### src/rtl/srp_pkg.sv
// Constants and types shared by both ends of the serial ROM read port
`default_nettype none
package srp_pkg;
    // Instruction codes
    localparam logic [7:0] CMD_READ = 8'h03;
    localparam logic [7:0] CMD_QUICK = 8'h0b;
    // Last bit index of each field, and header lengths in serial bits
    localparam logic [4:0] CMD_LAST = 5'h07;
    localparam logic [4:0] ADDR_LAST = 5'h17;
    localparam logic [4:0] DUMMY_LAST = 5'h07;
    localparam int HDR_READ_BITS = 32;
    localparam int HDR_QUICK_BITS = 40;
    // Byte address width inside the array
    localparam int MEM_ADDR_W = 23;
    // Synchroniser reset: pause_n high, select_n low, so a select
    // held low across reset never looks like a falling edge
    localparam logic [3:0] SYNC_RST = 4'h8;
    // Timing of the master's own serial clock
    localparam int CLK_PERIOD_NS = 4;
    localparam int SCLK_HALF_NS = 32;
    localparam int SCLK_HALF_CYC = (SCLK_HALF_NS + CLK_PERIOD_NS - 1) / CLK_PERIOD_NS;
    // Sequencer states
    typedef enum logic [2:0] {
        SD_IDLE, SD_CMD, SD_ADDR, SD_DUMMY, SD_DATA, SD_IGNORE
    } srp_dev_state_type;
    typedef enum logic [1:0] {
        SH_IDLE, SH_RUN, SH_PAUSE
    } srp_host_state_type;
endpackage
`default_nettype wire

### src/rtl/srp_if.sv
// Serial link between the master and the ROM read port
`default_nettype none
interface srp_if;
    logic sclk;      // Serial clock from master
    logic mosi;      // Master to device data
    logic miso;      // Device to master data
    logic miso_oe;   // Device drives miso while high
    logic select_n;  // Active low select
    logic pause_n;   // Active low pause
    modport dev (
        input sclk, mosi, select_n, pause_n,
        output miso, miso_oe
    );
    modport host (
        output sclk, mosi, select_n, pause_n,
        input miso, miso_oe
    );
endinterface
`default_nettype wire

### src/rtl/srp_device.sv
// Device end: serial ROM read port slave
`default_nettype none
module srp_device
    import srp_pkg::*;
#(
    parameter int ADDR_W = MEM_ADDR_W
) (
    // Clock and reset
    input wire logic clk_i,
    input wire logic rst_n_i,
    // Serial link
    srp_if.dev bus,
    // Memory read port
    output logic mem_rd_o,
    output logic [ADDR_W-1:0] mem_addr_o,
    input wire logic [7:0] mem_data_i,
    // Status
    output logic active_o,
    output logic paused_o
);

    ////////////////////////////////////////////////////////////////
    // Pin synchronisers

    logic [3:0] raw;  // Pins as they arrive
    logic [3:0] s1;   // First stage, read by s2 only
    logic [3:0] s2;   // Safe level
    logic [3:0] s3;   // Previous level, for edges

    assign raw = {bus.pause_n, bus.select_n, bus.mosi, bus.sclk};

    // Two flops per pin, plus a delay stage
    genvar gi;
    generate
        for (gi = 0; gi < 4; gi++) begin : g_sync
            always_ff @(posedge clk_i) begin
                if (!rst_n_i) begin
                    s1[gi] <= SYNC_RST[gi];
                    s2[gi] <= SYNC_RST[gi];
                    s3[gi] <= SYNC_RST[gi];
                end else begin
                    s1[gi] <= raw[gi];
                    s2[gi] <= s1[gi];
                    s3[gi] <= s2[gi];
                end
            end
        end
    endgenerate

    logic sclk;       // Synced serial clock
    logic mosi;       // Synced serial input
    logic sel_n;      // Synced select
    logic pause_n;    // Synced pause
    logic sclk_rise;  // Clock rising edge seen
    logic sclk_fall;  // Clock falling edge seen
    logic sel_fall;   // Select asserted edge

    // Input data travels with the clock, so both stay aligned
    assign sclk = s2[0];
    assign mosi = s2[1];
    assign sel_n = s2[2];
    assign pause_n = s2[3];
    assign sclk_rise = s2[0] & ~s3[0];
    assign sclk_fall = ~s2[0] & s3[0];
    assign sel_fall = ~s2[2] & s3[2];

    ////////////////////////////////////////////////////////////////
    // Pause tracking

    logic paused;  // Pause condition in force

    // Level follows pause_n only while clock is low; deselect clears it at once
    always_ff @(posedge clk_i) begin
        if (!rst_n_i) begin
            paused <= 1'b0;
        end else if (sel_n) begin
            paused <= 1'b0;
        end else if (!sclk) begin
            paused <= ~pause_n;
        end
    end

    ////////////////////////////////////////////////////////////////
    // Instruction, address and dummy sequencer

    srp_dev_state_type state;  // Sequence position
    logic [4:0] cnt;           // Bits taken in field
    logic [23:0] in_sh;        // Input shifter
    logic quick;               // Dummy byte expected
    logic [23:0] next_in;      // Shifter with new bit
    logic addr_done;           // Last address bit taken
    logic [ADDR_W-1:0] start_addr;  // First byte address

    assign next_in = {in_sh[22:0], mosi};
    assign addr_done = (state == SD_ADDR) && sclk_rise && !paused && (cnt == ADDR_LAST);
    assign start_addr = next_in[ADDR_W-1:0];

    // Clock edges are ignored while paused; position is kept
    always_ff @(posedge clk_i) begin
        if (!rst_n_i || sel_n) begin
            state <= SD_IDLE;
            cnt <= 5'h00;
            in_sh <= 24'h000000;
            quick <= 1'b0;
        end else if (sel_fall) begin
            state <= SD_CMD;
            cnt <= 5'h00;
        end else if (sclk_rise && !paused) begin
            in_sh <= next_in;
            cnt <= cnt + 5'h01;
            unique case (state)
                SD_IDLE: begin
                    cnt <= 5'h00;  // Held after reset while selected
                end
                SD_CMD: begin
                    if (cnt == CMD_LAST) begin
                        cnt <= 5'h00;
                        if (next_in[7:0] == CMD_READ) begin
                            state <= SD_ADDR;
                            quick <= 1'b0;
                        end else if (next_in[7:0] == CMD_QUICK) begin
                            state <= SD_ADDR;
                            quick <= 1'b1;
                        end else begin
                            state <= SD_IGNORE;
                        end
                    end
                end
                SD_ADDR: begin
                    if (cnt == ADDR_LAST) begin
                        cnt <= 5'h00;
                        state <= quick ? SD_DUMMY : SD_DATA;
                    end
                end
                SD_DUMMY: begin
                    if (cnt == DUMMY_LAST) begin
                        cnt <= 5'h00;
                        state <= SD_DATA;
                    end
                end
                SD_DATA, SD_IGNORE: begin
                    cnt <= 5'h00;  // Input no longer matters
                end
            endcase
        end
    end

    ////////////////////////////////////////////////////////////////
    // Data output shifter

    logic [2:0] bitpos;    // Bit of byte on the wire
    logic [7:0] out_sh;    // Remaining bits of byte
    logic [7:0] fetch;     // Prefetched next byte
    logic drive;           // First data bit presented
    logic load;            // Byte boundary on a fall
    logic miso;            // Output bit
    logic miso_oe;         // Output enable
    logic rd_d;            // Read answer due

    assign load = (state == SD_DATA) && sclk_fall && !paused && (bitpos == 3'h0);

    // Bits change only on a falling clock edge
    always_ff @(posedge clk_i) begin
        if (!rst_n_i || sel_n) begin
            miso <= 1'b0;
            bitpos <= 3'h0;
            out_sh <= 8'h00;
            drive <= 1'b0;
        end else if (state != SD_DATA) begin
            bitpos <= 3'h0;
            drive <= 1'b0;
        end else if (sclk_fall && !paused) begin
            drive <= 1'b1;
            bitpos <= bitpos + 3'h1;
            if (bitpos == 3'h0) begin
                miso <= fetch[7];
                out_sh <= {fetch[6:0], 1'b0};
            end else begin
                miso <= out_sh[7];
                out_sh <= {out_sh[6:0], 1'b0};
            end
        end
    end

    // Enable follows the first data fall and drops on pause or deselect
    always_ff @(posedge clk_i) begin
        if (!rst_n_i || sel_n) begin
            miso_oe <= 1'b0;
        end else begin
            miso_oe <= (state == SD_DATA) && !paused && (drive || sclk_fall);
        end
    end

    assign bus.miso = miso;
    assign bus.miso_oe = miso_oe;

    ////////////////////////////////////////////////////////////////
    // Memory fetch

    // One read at the end of address, one at each byte boundary
    always_ff @(posedge clk_i) begin
        if (!rst_n_i) begin
            mem_rd_o <= 1'b0;
            mem_addr_o <= '0;
        end else if (addr_done) begin
            mem_rd_o <= 1'b1;
            mem_addr_o <= start_addr;
        end else if (load) begin
            mem_rd_o <= 1'b1;
            mem_addr_o <= mem_addr_o + 1'b1;
        end else begin
            mem_rd_o <= 1'b0;
        end
    end

    // Answer is taken the cycle after the request
    always_ff @(posedge clk_i) begin
        if (!rst_n_i) begin
            rd_d <= 1'b0;
            fetch <= 8'h00;
        end else begin
            rd_d <= mem_rd_o;
            if (rd_d) begin
                fetch <= mem_data_i;
            end
        end
    end

    ////////////////////////////////////////////////////////////////
    // Status

    // A fetch in flight keeps the port active after deselect
    always_ff @(posedge clk_i) begin
        if (!rst_n_i) begin
            active_o <= 1'b0;
            paused_o <= 1'b0;
        end else begin
            active_o <= ~sel_n | mem_rd_o | rd_d;
            paused_o <= paused;
        end
    end

endmodule
`default_nettype wire

### src/flat_wrapper.sv
// flat-port wrapper written by rule: the top's interface ports become plain ports
module srp_device_flat import srp_pkg::*;
#(
    parameter int ADDR_W = MEM_ADDR_W
)
  (clk_i, rst_n_i, mem_rd_o, mem_addr_o, mem_data_i, active_o, paused_o, bus_sclk, bus_mosi, bus_select_n, bus_pause_n, bus_miso, bus_miso_oe);
  srp_if bus_i ();
  input wire logic clk_i;
  input wire logic rst_n_i;
  output logic mem_rd_o;
  output logic [ADDR_W-1:0] mem_addr_o;
  input wire logic [7:0] mem_data_i;
  output logic active_o;
  output logic paused_o;
  input wire logic [$bits(bus_i.sclk)-1:0] bus_sclk;
  input wire logic [$bits(bus_i.mosi)-1:0] bus_mosi;
  input wire logic [$bits(bus_i.select_n)-1:0] bus_select_n;
  input wire logic [$bits(bus_i.pause_n)-1:0] bus_pause_n;
  output wire logic [$bits(bus_i.miso)-1:0] bus_miso;
  output wire logic [$bits(bus_i.miso_oe)-1:0] bus_miso_oe;
  assign bus_i.sclk = bus_sclk;
  assign bus_i.mosi = bus_mosi;
  assign bus_i.select_n = bus_select_n;
  assign bus_i.pause_n = bus_pause_n;
  assign bus_miso = bus_i.miso;
  assign bus_miso_oe = bus_i.miso_oe;
  srp_device #(.ADDR_W(ADDR_W)) u_core (.clk_i(clk_i), .rst_n_i(rst_n_i), .bus(bus_i), .mem_rd_o(mem_rd_o), .mem_addr_o(mem_addr_o), .mem_data_i(mem_data_i), .active_o(active_o), .paused_o(paused_o));
endmodule
### config.mk
export PLATFORM = sky130hd
export DESIGN_NAME = srp_device_flat
export DESIGN_NICKNAME = d
export VERILOG_FILES = /design/src/rtl/srp_pkg.sv /design/src/rtl/srp_if.sv /design/src/rtl/srp_device.sv /design/src/flat_wrapper.sv
export SDC_FILE = /design/constraint.sdc
export NUM_CORES = 1
export LEC_CHECK = 0
export BUFFER_PORTS_ARGS = -buffer_cell sky130_fd_sc_hd__clkbuf_2
export CORE_MARGIN = 2
export CORE_UTILIZATION = 35
export DETAILED_ROUTE_END_ITERATION = 8
export GPL_TIMING_DRIVEN = 0
export PLACE_DENSITY = 0.52
export SYNTH_ARGS = -nofsm -noshare
export SYNTH_HDL_FRONTEND = slang
export SYNTH_SLANG_ARGS = --single-unit
### constraint.sdc
create_clock -name clk_i -period 2.7 [get_ports clk_i]
set_clock_uncertainty 0.05 [all_clocks]
set_input_delay 0.54 -clock clk_i [delete_from_list [all_inputs] [get_ports clk_i]]
set_output_delay 0.54 -clock clk_i [all_outputs]
set_load 0.05 [all_outputs]
==> impl_metrics.csv <==
group,metric,value,unit
die,die_w,110,um
critical_path,cp_num_cells,5,
power,leakagePower,1.66,nW
die,start_util,0.361,
sta,finalCriticalPeriod,2350,ps
die,die_area,0.0121,mm^2
route,wirelength,10400,um
critical_path,critPathCapture,"u_core.mem_addr_o[9]",
final_layout,fin_nets,556,
critical_path,worst-r2r-setup-slack,350,ps
sta,fmax,0.426,GHz
cts,cts.sink_count,90,
synthesis,synth_cells,486,
critical_path,reg2reg_to,"u_core.mem_addr_o[9]",
power,p_clk_frac,0.501,
global_routing,grt_pass1_wl,17100,um
synthesis,synth_edf_count,0,
route,drc,0,
cts,htree_levels,3,
placement,hpwlAfterDp,7410,um
cts,clk_pin_slew,60,ps
sta,hold_viol,0,
critical_path,r2r-start,"u_core.paused",
synthesis,synthDistinctLibCells,50,
synthesis,syn_avg_cell_area,8.13,um^2
cts,clock_latency,340,ps
global_routing,grt_antenna_before_repair,0,
synthesis,yosysTopAreaCellShare,0.456,
route,wire_per_inst,15.2,um
critical_path,crit_path_start,"u_core.paused",
route,dr.pass1.iters,4,
synthesis,yosys-top-cells-area,"dfxtp_1 (46%), a21oi_1 (8.1%), nand2_1 (6.6%), nor2_1 (5.1%), mux2i_1 (4.1%)",
final_layout,antennaDiodeCount,0,
worst_hold_path,holdCritPathClass,"input port to flop",
power,comb_power_share,0.028,
critical_path,path_class,"flop to flop",
route,dr.first_iter.drc_count,166,
status,status,"complete, no violations",
power,power_density,609,mW/mm^2
die,num_rows,38,
placement,place_congestion,0.849,
die,core-area,0.0109,mm^2
power,p_sw_frac,0.205,
synthesis,ys_seq_area_frac,0.456,
sta,fin_crit_sh,0.870,
global_routing,overflow,0,
critical_path,slowest_stage,"nor3b_2",
synthesis,synth_top_area_cell,"dfxtp_1",
final_layout,syn2layout_area_growth,18.3,%
synthesis,synth_top_flop_cell,"dfxtp_1",
critical_path,crit_chain,"nor3b_2 > nand3_1 > clkbuf_1 > o311ai_0 > a21oi_1",
job,cap_viol_max_count,0,
power,vdd_drop_max,249,uV
synthesis,ys_warn_count,0,
sta,slew_viol_final,0,
route,vias,3574,
cts,clk_path_buf_depth,2,
power,switchingPower,0.583,mW
global_routing,grt_max_degree,15,
critical_path,critPathBufInv,1,
critical_path,arrival,2500,ps
cts,clockRootBuffer,"clkbuf_16",
final_layout,drive_gt1_frac,0.131,
sta,rsz0062_at_grt,"false",
sta,relSlewSlack,0.369,
cts,cts_made_buffers,9,
sta,tns,0,ps
critical_path,crit_path_end_kind,"flop",
cts,cts_tree,"done",
synthesis,ys_ff_latch,90,
power,p_int,2.26,mW
die,die_h,110,um
sta,finalSetupViolations,0,
synthesis,synthArstFlopShare,0,
critical_path,crit_fanout,10,
critical_path,worstRegToRegCells,5,
critical_path,start_kind,"flop",
sta,worst_slew_pin_slew,937,ps
worst_hold_path,hold_start,"bus_pause_n",
critical_path,critPathTopFamily,"simple AND/OR/NAND/NOR gates",
critical_path,worstPathRequired,2860,ps
global_routing,grt_pass1_vias,3411,
synthesis,syn_nets,504,
critical_path,cpPeakStageDelay,510,ps
placement,io_buffers,41,
final_layout,final_core_util,0.427,
power,power_frac_seq,0.471,
route,avgViaCountPerCell,5.23,
global_routing,grtUsageTotal,0.184,
synthesis,synthesis.area,0.00395,mm^2
route,drtAntennaViolNets,0,
die,ioPinCount,42,
==> routing by layer <==
metal	routed length, um	part of all wire	GRT usage
met3	478	0.046	0.0294
met1	4930	0.47	0.251
met2	4820	0.46	0.285
met5	0	0	0
met4	157	0.015	0.0893
==> per-stage QoR <==
| stage | setup slack, ps | hold slack [ps] | instance area [um^2] | std cells | total power, mW |
|---|---|---|---|---|---|
| 6_report | 351 | 337 | 4670 | 683 | 2.85 |
| 3_5_place_dp | 245 | 344 | 4330 | 667 | 1.45 |
| 5_1_grt | 128 | 348 | 4670 | 683 | 2.94 |
| 2_1_floorplan | 437 | 336 | 3950 | 486 | 1.42 |
| 4_1_cts | 239 | 329 | 4660 | 683 | 2.88 |
| 3_3_place_gp | 286 | 343 | 4330 | 667 | 1.45 |
==> repair_timing <==
action / 4_1_cts / 5_1_grt
endpoints found under the setup margin: 0 / 1
hold buffers: 0 / 0
gates resized for setup: 0 / 1
setup buffers: 0 / 0
==> worst min-delay path by stage <==
stage	to	slack, ps	cells past startpoint
CTS	u_core.s1[3]	330	2
finish	u_core.s1[3]	340	2
global placement	u_core.pause_n	340	1
detailed placement	u_core.pause_n	340	1
floorplan	u_core.pause_n	340	1
global route	u_core.s1[3]	350	2
==> cell usage in the layout, fill, tap and decap left out, types with 4 or more instances in the layout <==
| cell | n |
|---|---|
| clkbuf_16 | 9 |
| ha_1 | 4 |
| or3_1 | 7 |
| nor2_1 | 54 |
| nand3_1 | 17 |
| o21ai_0 | 19 |
| nand3b_1 | 4 |
| a32oi_1 | 5 |
| buf_2 | 5 |
| mux2i_1 | 16 |
| dfxtp_1 | 90 |
| nand2b_1 | 6 |
| nor3_1 | 6 |
| nand2_1 | 69 |
| clkbuf_1 | 24 |
| clkbuf_2 | 42 |
| and2_1 | 12 |
| inv_1 | 11 |
| a21oi_1 | 64 |
| a31oi_1 | 11 |
| nor2b_1 | 5 |
| o21a_1 | 4 |
| nand4_1 | 10 |
| nor4_1 | 8 |
==> kinds of logic after synthesis <==
kind of cell,after synthesis,synth area share
AND/OR/NAND/NOR,214,0.266
AO/OA/AOI/OAI,117,0.172
flip-flops,90,0.456
buffers and inverters,41,0.0428
multiplexers,17,0.0434
adder cells (fa/ha/maj),4,0.0127
XOR/XNOR,3,0.00666
==> area by class of cell <==
class | count | area [um^2]
Sequential cell | 90 | 1800
Clock buffer | 11 | 233
Fill cell | 1144 | 6270
Timing Repair Buffer | 41 | 205
Clock inverter | 5 | 103
Multi-Input combinational cell | 355 | 1980
Inverter | 11 | 41.3
Buffer | 30 | 128
Tap cell | 140 | 175
==> registers in the layout (all words and copies together) (netlist names), 2 cells and up <==
signal	cells
u_core.fetch	8
u_core.s1	4
u_core.state	3
u_core.mem_addr_o	23
u_core.cnt	5
u_core.bitpos	3
u_core.in_sh	22
u_core.s3	2
u_core.out_sh	7
==> power by group through the flow <==
stage / clock network (mW) / logic (mW) / registers [mW]
after floorplan: 0 / 0.0440 / 1.37
after global placement: 0 / 0.0798 / 1.37
after detailed placement: 0 / 0.0803 / 1.37
after CTS: 1.46 / 0.0807 / 1.34
after global routing: 1.51 / 0.0890 / 1.34
final: 1.43 / 0.0796 / 1.34
==> synthesized netlist by cell type, drive strengths merged, types with 5 or more instances <==
cell type / count
a21oi: 64
nand4: 10
dfxtp: 90
mux2i: 16
nand2: 69
nor3: 7
clkbuf: 23
buf: 7
a32oi: 5
and2: 12
a31oi: 11
o21ai: 19
nor2b: 5
nor4: 9
nor2: 55
nand3: 17
nand2b: 6
or3: 7
inv: 11
Note: power is estimated with default switching activity, not from simulation.
